[src/core/swrc_pkg.sv]
package swrc_pkg;

    // Register port geometry
    localparam int ADDR_W = 8;
    localparam int DATA_W = 8;

    // Register offsets
    localparam logic [ADDR_W-1:0] OFS_SLEEP_CMD  = 8'h00;
    localparam logic [ADDR_W-1:0] OFS_NORMAL_CMD = 8'h04;
    localparam logic [ADDR_W-1:0] OFS_SLEEP_CFG  = 8'h08;
    localparam logic [ADDR_W-1:0] OFS_SUPPLY_MON = 8'h0c;
    localparam logic [ADDR_W-1:0] OFS_STATUS     = 8'h10;
    localparam logic [ADDR_W-1:0] OFS_MASK       = 8'h14;
    localparam logic [ADDR_W-1:0] OFS_IO_CFG     = 8'h18;
    localparam logic [ADDR_W-1:0] OFS_MODE       = 8'h1c;

    // Sleep configuration fields
    localparam int DOZE_REQUEST_BIT = 0;

    // Supply monitor control fields
    localparam int RESET_OUTPUT_ENABLE = 0;
    localparam int PUMP_ENABLE_BIT     = 1;
    localparam logic [1:0] SUPPLY_MON_RST = 2'h0;

    // Status and mask fields
    localparam int ST_W          = 4;
    localparam int ST_WAKE_PIN   = 0;
    localparam int ST_DAY_ALARM  = 1;
    localparam int ST_LOW_SUPPLY = 2;
    localparam int ST_CLK_LOCKED = 3;
    localparam logic [ST_W-1:0] MASK_RST = 4'h7;

    // User I/O configuration: low nibble direction, high nibble pull-ups
    localparam int IO_N = 4;
    localparam logic [IO_N-1:0] IO_DIR_RST  = 4'h0;
    localparam logic [IO_N-1:0] IO_PULL_RST = 4'hf;

    // Mode register fields
    localparam int MD_SLEEP    = 0;
    localparam int MD_SHUTDOWN = 1;
    localparam int MD_PIN_DOZE = 2;
    localparam int MD_RESET_N  = 3;

    // Synchronised input bundle
    localparam int SYNC_W      = 9;
    localparam int IN_DOZE_PIN = 0;
    localparam int IN_WAKE_PIN = 1;
    localparam int IN_ALARM    = 2;
    localparam int IN_CLK32K   = 3;
    localparam int IN_LOW_SUP  = 4;
    localparam int IN_WDOG     = 5;
    localparam int IN_XTAL     = 6;
    localparam int IN_CLK32_OK = 7;
    localparam int IN_LOCKED   = 8;

endpackage : swrc_pkg

[src/core/swrc_sync_if.sv]
`timescale 1ns/1ns
interface swrc_sync_if #(
    parameter int W = 1
);
    logic [W-1:0] raw;
    logic [W-1:0] lvl;
    logic [W-1:0] rise;

    modport src (
        input  raw,
        output lvl,
        output rise
    );
    modport user (
        output raw,
        input  lvl,
        input  rise
    );
endinterface : swrc_sync_if

[src/core/swrc_sync.sv]
`timescale 1ns/1ns
module swrc_sync #(
    parameter int W = 1
) (
    input  wire logic  clk_i,
    input  wire logic  rst_i,
    swrc_sync_if.src   sy
);
    import swrc_pkg::*;

    logic [W-1:0] s1_ff;
    logic [W-1:0] s2_ff;
    logic [W-1:0] s3_ff;
    logic [W-1:0] nxt_s1;
    logic [W-1:0] nxt_s2;
    logic [W-1:0] nxt_s3;

    // First stage feeds only the second; edges come from stages two and three
    always_comb begin
        nxt_s1 = sy.raw;
        nxt_s2 = s1_ff;
        nxt_s3 = s2_ff;
    end

    always_ff @(posedge clk_i) begin
        if (rst_i) begin
            s1_ff <= '0;
            s2_ff <= '0;
            s3_ff <= '0;
        end else begin
            s1_ff <= nxt_s1;
            s2_ff <= nxt_s2;
            s3_ff <= nxt_s3;
        end
    end

    assign sy.lvl  = s2_ff;
    assign sy.rise = s2_ff & ~s3_ff;

endmodule : swrc_sync

[src/core/swrc_top.sv]
// What this block does
// - A write to the sleep command address sets the shutdown flag and enters sleep.
// - Pin doze request forces sleep, leaves shutdown flag alone, overrides writes and wakes.
// - Writing one to the doze request bit sets the shutdown flag.
// - Sleep mode is the OR of pin doze request and shutdown flag.
// - Releasing the pin doze request with shutdown clear returns to normal mode.
// - With pin released, a normal command write clears shutdown and wakes.
// - With pin released, asserting the wake input function wakes the device.
// - With pin released, a day alarm match wakes the device.
// - A wake event in normal mode is only recorded in status.
// - Reset output low on power-on, unguarded supply trip, watchdog, crystal, clock not ready.
// - With supply reset disabled, low supply is reported by flag and interrupt.
// - Clearing the pump enable bit turns the charge pump doubler off.
// - Low supply flag clears on status read unless the condition persists.
// - After reset user pins are inputs with pull-ups; all interrupts but clock-locked masked.
// - In sleep only interface, registers, wake logic, supervisor and 32kHz stay powered.
`timescale 1ns/1ns
module swrc_top (
    input  wire logic                        clk_i,
    input  wire logic                        rst_i,
    // Register port
    input  wire logic [swrc_pkg::ADDR_W-1:0] addr_i,
    input  wire logic [swrc_pkg::DATA_W-1:0] wdata_i,
    input  wire logic                        wr_i,
    input  wire logic                        rd_i,
    output logic      [swrc_pkg::DATA_W-1:0] rdata_o,
    // Pins and monitor inputs, all asynchronous
    input  wire logic                        doze_pin_i,
    input  wire logic                        wake_pin_i,
    input  wire logic                        day_alarm_i,
    input  wire logic                        clk32k_i,
    input  wire logic                        supply_low_i,
    input  wire logic                        watchdog_expired_i,
    input  wire logic                        xtal_attached_i,
    input  wire logic                        clk32_ready_i,
    input  wire logic                        fast_clock_locked_i,
    // Outputs
    output logic                             reset_n_o,
    output logic                             irq_o,
    output logic                             sleep_mode_o,
    output logic                             block_power_o,
    output logic                             pump_on_o,
    output logic      [swrc_pkg::IO_N-1:0]   io_dir_o,
    output logic      [swrc_pkg::IO_N-1:0]   io_pullup_o
);
    import swrc_pkg::*;

    swrc_sync_if #(.W(SYNC_W)) sy ();

    // All outside inputs pass the three-stage synchroniser
    assign sy.raw[IN_DOZE_PIN] = doze_pin_i;
    assign sy.raw[IN_WAKE_PIN] = wake_pin_i;
    assign sy.raw[IN_ALARM]    = day_alarm_i;
    assign sy.raw[IN_CLK32K]   = clk32k_i;
    assign sy.raw[IN_LOW_SUP]  = supply_low_i;
    assign sy.raw[IN_WDOG]     = watchdog_expired_i;
    assign sy.raw[IN_XTAL]     = xtal_attached_i;
    assign sy.raw[IN_CLK32_OK] = clk32_ready_i;
    assign sy.raw[IN_LOCKED]   = fast_clock_locked_i;

    swrc_sync #(
        .W     (SYNC_W)
    ) u_sync (
        .clk_i (clk_i),
        .rst_i (rst_i),
        .sy    (sy.src)
    );

    // Decoded strobes
    logic wr_sleep;
    logic wr_normal;
    logic wr_cfg;
    logic wr_mon;
    logic wr_status;
    logic wr_mask;
    logic wr_io;
    logic rd_status;

    function automatic logic hit(input logic [ADDR_W-1:0] a, input logic [ADDR_W-1:0] ofs);
        hit = (a == ofs);
    endfunction : hit

    assign wr_sleep  = wr_i & hit(addr_i, OFS_SLEEP_CMD);
    assign wr_normal = wr_i & hit(addr_i, OFS_NORMAL_CMD);
    assign wr_cfg    = wr_i & hit(addr_i, OFS_SLEEP_CFG);
    assign wr_mon    = wr_i & hit(addr_i, OFS_SUPPLY_MON);
    assign wr_status = wr_i & hit(addr_i, OFS_STATUS);
    assign wr_mask   = wr_i & hit(addr_i, OFS_MASK);
    assign wr_io     = wr_i & hit(addr_i, OFS_IO_CFG);
    assign rd_status = rd_i & hit(addr_i, OFS_STATUS);

    // Synchronised views
    logic pin_doze;
    logic tick32;
    logic wake_evt;
    logic alarm_evt;
    logic low_sup;

    assign pin_doze  = sy.lvl[IN_DOZE_PIN];
    assign tick32    = sy.rise[IN_CLK32K];
    assign wake_evt  = sy.rise[IN_WAKE_PIN];
    assign alarm_evt = sy.rise[IN_ALARM];
    assign low_sup   = sy.lvl[IN_LOW_SUP];

    // Mode state
    logic shutdown_ff;
    logic sleep_ff;
    logic nxt_shutdown;
    logic nxt_sleep;

    // Set requests beat clears; the pin request blocks every clear path
    always_comb begin
        nxt_shutdown = shutdown_ff;
        nxt_sleep    = sleep_ff;
        if (!pin_doze && (wr_normal || wake_evt || alarm_evt)) begin
            nxt_shutdown = 1'b0;
        end
        if (wr_sleep) begin
            nxt_shutdown = 1'b1;
        end
        if (wr_cfg && wdata_i[DOZE_REQUEST_BIT]) begin
            nxt_shutdown = 1'b1;
        end
        // Mode follows on the 32kHz tick, so a brief pin glitch only toggles power if it falls on a tick
        if (tick32) begin
            nxt_sleep = pin_doze | shutdown_ff;
        end
    end

    always_ff @(posedge clk_i) begin
        if (rst_i) begin
            shutdown_ff <= 1'b0;
            sleep_ff    <= 1'b0;
        end else begin
            shutdown_ff <= nxt_shutdown;
            sleep_ff    <= nxt_sleep;
        end
    end

    // Configuration registers
    logic [1:0]      mon_ff;
    logic [ST_W-1:0] mask_ff;
    logic [IO_N-1:0] dir_ff;
    logic [IO_N-1:0] pull_ff;
    logic [1:0]      nxt_mon;
    logic [ST_W-1:0] nxt_mask;
    logic [IO_N-1:0] nxt_dir;
    logic [IO_N-1:0] nxt_pull;

    always_comb begin
        nxt_mon  = mon_ff;
        nxt_mask = mask_ff;
        nxt_dir  = dir_ff;
        nxt_pull = pull_ff;
        if (wr_mon) begin
            nxt_mon = wdata_i[1:0];
        end
        if (wr_mask) begin
            nxt_mask = wdata_i[ST_W-1:0];
        end
        if (wr_io) begin
            nxt_dir  = wdata_i[IO_N-1:0];
            nxt_pull = wdata_i[2*IO_N-1:IO_N];
        end
    end

    // Power-up leaves pins as pulled-up inputs and only clock-locked unmasked
    always_ff @(posedge clk_i) begin
        if (rst_i) begin
            mon_ff  <= SUPPLY_MON_RST;
            mask_ff <= MASK_RST;
            dir_ff  <= IO_DIR_RST;
            pull_ff <= IO_PULL_RST;
        end else begin
            mon_ff  <= nxt_mon;
            mask_ff <= nxt_mask;
            dir_ff  <= nxt_dir;
            pull_ff <= nxt_pull;
        end
    end

    // Sticky status: set wins over write-one clear and over read clear
    logic [ST_W-1:0] status_ff;
    logic [ST_W-1:0] nxt_status;
    logic [ST_W-1:0] st_set;

    always_comb begin
        st_set                = '0;
        st_set[ST_WAKE_PIN]   = wake_evt;
        st_set[ST_DAY_ALARM]  = alarm_evt;
        st_set[ST_LOW_SUPPLY] = low_sup;
        st_set[ST_CLK_LOCKED] = sy.rise[IN_LOCKED];
        nxt_status = status_ff;
        if (wr_status) begin
            nxt_status = nxt_status & ~wdata_i[ST_W-1:0];
        end
        // Low supply drops on a status read; a live condition sets it again
        if (rd_status) begin
            nxt_status[ST_LOW_SUPPLY] = 1'b0;
        end
        nxt_status = nxt_status | st_set;
    end

    always_ff @(posedge clk_i) begin
        if (rst_i) begin
            status_ff <= '0;
        end else begin
            status_ff <= nxt_status;
        end
    end

    // Reset output and read data
    logic                reset_n_ff;
    logic                nxt_reset_n;
    logic [DATA_W-1:0]   rdata_ff;
    logic [DATA_W-1:0]   nxt_rdata;

    always_comb begin
        // Supply trip only resets when the enable field is zero
        nxt_reset_n = ~((low_sup & ~mon_ff[RESET_OUTPUT_ENABLE])
                        | sy.lvl[IN_WDOG]
                        | sy.lvl[IN_XTAL]
                        | ~sy.lvl[IN_CLK32_OK]);
        nxt_rdata = '0;
        if (rd_i) begin
            unique case (addr_i)
                OFS_SLEEP_CFG: begin
                    nxt_rdata[DOZE_REQUEST_BIT] = shutdown_ff;
                end
                OFS_SUPPLY_MON: begin
                    nxt_rdata[1:0] = mon_ff;
                end
                OFS_STATUS: begin
                    nxt_rdata[ST_W-1:0] = status_ff;
                end
                OFS_MASK: begin
                    nxt_rdata[ST_W-1:0] = mask_ff;
                end
                OFS_IO_CFG: begin
                    nxt_rdata = {pull_ff, dir_ff};
                end
                OFS_MODE: begin
                    nxt_rdata[MD_SLEEP]    = sleep_ff;
                    nxt_rdata[MD_SHUTDOWN] = shutdown_ff;
                    nxt_rdata[MD_PIN_DOZE] = pin_doze;
                    nxt_rdata[MD_RESET_N]  = reset_n_ff;
                end
                default: begin
                    nxt_rdata = '0; // Unmapped and command addresses read zero
                end
            endcase
        end
    end

    // Power-on reset holds the reset output low
    always_ff @(posedge clk_i) begin
        if (rst_i) begin
            reset_n_ff <= 1'b0;
            rdata_ff   <= '0;
        end else begin
            reset_n_ff <= nxt_reset_n;
            rdata_ff   <= nxt_rdata;
        end
    end

    // Outputs; the pump stays off in sleep along with the other analog blocks
    assign rdata_o       = rdata_ff;
    assign reset_n_o     = reset_n_ff;
    assign irq_o         = |(status_ff & ~mask_ff);
    assign sleep_mode_o  = sleep_ff;
    assign block_power_o = ~sleep_ff;
    assign pump_on_o     = mon_ff[PUMP_ENABLE_BIT] & ~sleep_ff;
    assign io_dir_o      = dir_ff;
    assign io_pullup_o   = pull_ff;

endmodule : swrc_top

[config.mk]
export PLATFORM = sky130hd
export DESIGN_NAME = swrc_top
export DESIGN_NICKNAME = d
export VERILOG_FILES = /design/src/core/swrc_pkg.sv /design/src/core/swrc_sync_if.sv /design/src/core/swrc_sync.sv /design/src/core/swrc_top.sv
export SDC_FILE = /design/constraint.sdc
export NUM_CORES = 1
export LEC_CHECK = 0
export BUFFER_PORTS_ARGS = -buffer_cell sky130_fd_sc_hd__buf_2
export CAP_MARGIN = 20
export CORE_MARGIN = 5
export CORE_UTILIZATION = 55
export CTS_BUF_LIST = sky130_fd_sc_hd__clkbuf_16
export DETAILED_ROUTE_END_ITERATION = 8
export PLACE_DENSITY = 0.89
export SLEW_MARGIN = 20
export SYNTH_ARGS = -nofsm -noshare
export SYNTH_HDL_FRONTEND = slang
export SYNTH_SLANG_ARGS = --single-unit
[constraint.sdc]
create_clock -name clk_i -period 2.8 [get_ports clk_i]
set_input_delay 0.28 -clock clk_i [delete_from_list [all_inputs] [get_ports clk_i]]
set_output_delay 0.28 -clock clk_i [all_outputs]
set_load 0.01 [all_outputs]
### Yosys cells after proc, flatten, opt, wreduce, memory -nomap -nowiden

Cells that the tools add are included.

| storage, ports and cells | value |
|---|---|
| bits in registers | 56 |
| input bits | 29 |
| logic and storage cells | 65 |

| operators by class | value |
|---|---|
| multiplexer cells | 8 |
| equal/unequal tests | 7 |
| bitwise gates (word level) | 27 |
| reductions and logical operators | 10 |

Operators by type and width:

| cell | number |
|---|---|
| $eq 8x5->1 const B | 4 |
| $eq 8x4->1 const B | 2 |
| $and 1x1->1 | 10 |
| $and 9x9->9 | 1 |
| $not 9->9 | 1 |
| $and 4x4->4 | 2 |
| $eq 8x3->1 const B | 1 |
| $logic_not 8->1 | 1 |
| $not 4->4 | 2 |
| $pmux 2 s4 | 1 |
| $not 1->1 | 6 |
| $pmux 1 s6 | 1 |
| $pmux 1 s5 | 1 |
| $mux 1 | 4 |
| $mux 4 | 1 |
| $or 1x1->1 | 4 |
| $or 4x4->4 | 1 |
| $reduce_or 4->1 | 1 |
| $reduce_bool 3->1 | 1 |
| $reduce_or 3->1 | 1 |
| $logic_and 1x1->1 | 2 |
| $logic_or 1x1->1 | 2 |
| $reduce_or 2->1 | 1 |
| $logic_not 1->1 | 1 |

### Depth between registers and ports, before layout

| logic depth | value |
|---|---|
| word-level depth | 8 |
| mapped depth | 5 |
| depth with buffers taken out | 4 |

### By module

From an unflattened synthesis, not the netlist that was laid out.

| second synthesis, totals | value |
|---|---|
| cell total of the unflattened synthesis | 214 |
| area total of the unflattened synthesis | 2,170.8 µm² |

Modules (own cells, without submodules):

| module | area each (µm²) | cells an instance | seq. area each (µm²) | times used |
|---|---|---|---|---|
| swrc_top | 1,365.1 | 149 | 580.6 | 1 |
| swrc_sync | 805.8 | 65 | 540.5 | 1 |

### Worst setup path after synthesis

No wires, ideal clock.

| timing | value |
|---|---|
| path type | input port to flip-flop |
| from | input port addr_i[5] (netlist bit) |
| to | register status_ff[2] |
| arrival | 1,423 ps |
| path slack | 1,251 ps |
| library setup time | 126 ps |
| stages on the path | 4 |
| data required time | 2,674 ps |
| path through | or4b_1 > or4_1 > a21oi_1 > nor2_1 |

| on the way | value |
|---|---|
| longest elaborated chain between the ends | 5 |
| elaborated cells between the ends (all ways) | 6 |

Ends and longest elaborated chain:

| what | line | RTL |
|---|---|---|
| from (decl) | swrc_top.sv:22 | `input wire logic [swrc_pkg::ADDR_W-1:0] addr_i,` |
| $eq 8x5->1 (*) | swrc_top.sv:80 | `hit = (a == ofs);` |
| $and 1x1->1 | swrc_top.sv:87 | `assign wr_status = wr_i & hit(addr_i, OFS_STATUS);` |
| $mux 4 | swrc_top.sv:194 | `if (wr_status) begin` |
| $mux 1 (*) | swrc_top.sv:198 | `if (rd_status) begin` |
| $or 4x4->4 (*) | swrc_top.sv:201 | `nxt_status = nxt_status \| st_set;` |
| to (signal assigned) | swrc_top.sv:208 | `status_ff <= nxt_status;` |
| to (decl) | swrc_top.sv:183 | `logic [ST_W-1:0] status_ff;` |

Mark *: on every way between the ends. The rest lies on a longest branch, timed or not.
A chain may end at the register's enable or synchronous reset.

### Worst setup path after layout

| timing | value |
|---|---|
| from | input port addr_i[5] (netlist bit) |
| to | register pull_ff[2], in the netlist io_pullup_o[2] |

| on the way | value |
|---|---|
| longest elaborated chain between the ends | 2 |

Ends and longest elaborated chain:

| what | line | RTL |
|---|---|---|
| $eq 8x5->1 | swrc_top.sv:80 |  |
| $and 1x1->1 | swrc_top.sv:89 | `assign wr_io = wr_i & hit(addr_i, OFS_IO_CFG);` |
| to (signal assigned) | swrc_top.sv:178 | `pull_ff <= nxt_pull;` |
| to (decl) | swrc_top.sv:144 | `logic [IO_N-1:0] pull_ff;` |

Every way passes these cells.

==> reports/metrics.csv <==
stage,metric,value,unit
worst_setup_path,Critical Path Max Stage Delay,0.60,ns
worst_setup_path,Setup CP Type,input pin to flip-flop,
sta,skew final,0.00448,ns
synthesis,Yosys cell types,39,
global_route,grt total ovfl,0,
routing,via count,1475,
worst_setup_path,CP required,2.95,ns
floorplan,die area,4740,um^2
worst_setup_path,worst endpoint data arrival time,1.87,ns
clock_tree,cts bufs inserted,5,
floorplan,initial core utilization,57.1,%
clock_tree,CTS Sinks,51,
sta,Final Critical Period,1.72,ns
worst_setup_path,crit path capture type,flip-flop,
worst_setup_path,Worst R2R Setup Slack,1.64,ns
routing,WL/cell,14.1,um
worst_setup_path,Reg-to-Reg Start,u_sync.sy.lvl[5],
synthesis,Synth Cell Area,1900,um^2
clock_tree,PostCTS Resize Cnt,0,
worst_setup_path,WP buf/inv,1,
worst_setup_path,startpoint types,input pin,
sta,Fin. Hold Viols,0,
final_layout,P&R area growth vs syn,23.3,%
routing,number of nets with antenna violations after routing,0,
placement,PortBufs,49,
run,Max-cap violations,0,
min_path,hold crit path type,input pin to flip-flop,
clock_tree,clock slew at the register clock pins of the worst setup and hold paths,0.07,ns
sta,Max transition margin,41.1,%
routing,drt via density,5.21,
synthesis,Mean Syn Cell Area,10.1,um^2
worst_setup_path,cell count of the worst reg-to-reg path,2,
global_route,first-pass GRT wire length,6290,um
synthesis,post-synthesis async set-or-reset flop share,0,%
global_route,initial antenna violation count,0,
sta,post-route setup TNS,0,ns
floorplan,Std-Cell Rows,21,
global_route,all-layer global routing usage,18.4,%
clock_tree,Post-CTS Hold Fix Bufs,0,
min_path,Hold Path Sink,u_sync.nxt_s2[8],
sta,fin crit share,61.5,%
synthesis,syn nets,218,
synthesis,Cells after Synth,189,
clock_tree,Worst-Skew Late Latency,0.29,ns
final_layout,final instance area,2350,um^2
clock_tree,TritonCTS clock tree,built,
placement,routability cong.,0.907,
routing,Pre-Repair DR Iteration Count,4,
synthesis,Yosys warning count,0,
clock_tree,H-tree depth,2,
floorplan,I/O pin total,50,
synthesis,Post-synth EDFFs,0,
worst_setup_path,cell family with most CP delay,simple AND/OR/NAND/NOR gates,
clock_tree,clock buffer depth,2,
min_path,hold_sp,fast_clock_locked_i,
final_layout,fill count,257,
routing,initial DRC count,149,
run_status,status,finished clean,
final_layout,Final #Nets,265,
worst_setup_path,reg2reg end,reset_n_o,
power,total power,1.61,mW
sta,"Setup violations, final",0,
worst_setup_path,Worst Path Max Fanout,12,
synthesis,ys flop type,dfxtp_1,
sta,WHS,0.197,ns
power,Power Dens Cells,687,nW/um^2
routing,Residual DRC,0,
synthesis,"Seq/Total Area, Yosys",53.6,%
clock_tree,clock root cell,clkbuf_16,
clock_tree,postcts setup bufs,0,
placement,hpwl dp,2870,um
min_path,hold depth,2,
power,LEAKAGE,1.04,nW
floorplan,DIE WIDTH,68.8,um
floorplan,Die H,68.8,um
global_route,pin count of the biggest net entering global routing,53,
floorplan,CORE AREA,3340,um^2
sta,Worst Tran Pin Value,0.883,ns
sta,Max Slew Vio Count,0,
power,Peak VDD IR,0.523,mV
sta,max frequency,581,MHz
worst_setup_path,Crit-path slowest cell,nand4_1,
global_route,vias in the first global route,1381,
synthesis,"flops & latches, synth",51,
sta,RSZ-0062 raised after global routing,false,
final_layout,Inserted Diodes,0,
placement,Area after DPL,2150,um^2
worst_setup_path,worst-path cell chain,buf_2 -> nor4b_1 -> nand4_1 -> nor3_1 -> a21oi_1,
final_layout,layout cells sized above 1,25.7,%
routing,Routed WL,4000,um
## metrics by stage
step           utilization (%)  setup slack, ns  std cells
4_1_cts                   70.4             1.08        283
2_1_floorplan                -             1.25        189
6_report                  70.4             1.08        283
3_3_place_gp              64.5            0.929        275
3_5_place_dp              64.5            0.852        275
5_1_grt                   70.4            0.891        283
## how the worst max path moves through the flow
| stage | start | endpoint | slack (ns) | cells after the start |
|---|---|---|---|---|
| 5_1_grt | addr_i[5] | io_pullup_o[0] | 0.89 | 5 |
| 2_1_floorplan | addr_i[5] | status_ff[2] | 1.25 | 4 |
| 3_5_place_dp | addr_i[5] | io_dir_o[3] | 0.85 | 5 |
| 4_1_cts | addr_i[5] | io_pullup_o[2] | 1.08 | 5 |
| 6_report | addr_i[5] | io_pullup_o[2] | 1.08 | 5 |
| 3_3_place_gp | addr_i[5] | io_dir_o[0] | 0.93 | 5 |
## Yosys cell counts, types with 2 or more instances
cell | count | share of area, %
a21oi_1 | 11 | 2.9
inv_1 | 10 | 2.0
nor2_1 | 18 | 3.5
a311oi_1 | 3 | 1.4
clkbuf_1 | 5 | 0.99
nor4_1 | 3 | 0.99
nand2b_1 | 3 | 0.99
nand4_1 | 2 | 0.66
and2_1 | 4 | 1.3
mux2i_1 | 13 | 6.8
nand2_1 | 4 | 0.79
nor3_1 | 7 | 1.8
o21ai_0 | 2 | 0.53
nor2b_1 | 25 | 8.2
dfxtp_1 | 51 | 54
o22a_2 | 2 | 1.1
buf_2 | 2 | 0.53
and3_1 | 3 | 0.99
## registers in the layout, summed over array words and instances (netlist names)
signal and cells:
io_pullup_o 4, reset_n_o 1, sleep_mode_o 1, u_sync.sy.lvl 9
mon_ff 2, status_ff 4, u_sync.nxt_s2 9, shutdown_ff 1
mask_ff 4, rdata_o 8, u_sync.s3_ff 4, io_dir_o 4
## metal layers
metal	GRT usage, %	wire length (um)
met1	20.9	1710
met2	30.6	1850
met3	6.65	360
met4	8.76	80
met5	0	0
## cell usage in the layout (no fill, tap or decap), types with 2 or more instances in the layout
master	count
a21oi_1	11
mux2i_1	13
nand4_1	2
dfxtp_1	51
clkbuf_16	5
and2_1	4
nor2b_1	25
nor4_1	3
buf_2	49
nor3_1	7
o21ai_0	2
bufinv_16	2
nand2b_1	3
and3_1	3
a311oi_1	3
inv_1	10
nand2_1	4
nor2_1	18
o22a_2	2
## power by group
| group | switching (mW) | total [mW] | internal, mW |
|---|---|---|---|
| registers | 0.00794 | 0.751 | 0.743 |
| clock network | 0.262 | 0.780 | 0.518 |
| logic | 0.0445 | 0.0822 | 0.0377 |
## layout make-up
type                    count  area [um^2]  share of cell area (%)
flip-flops and latches     51         1020                    43.5
clock buffers               5          125                    5.33
clock inverters             3         71.3                    3.04
multi-input cells         119          791                    33.7
well taps                  46         57.6                    2.45
repair buffers             49          245                    10.4
inverters                  10         37.5                    1.60
## cell families after synthesis
kind of cell           share of synthesized area, %
DFF                                            53.6
AOI/OAI and AO/OA                              9.46
buffers and inverters                          4.86
muxes                                          8.21
and+or+nand+nor                                23.8
No activity file was read; power rests on OpenSTA's default activity.
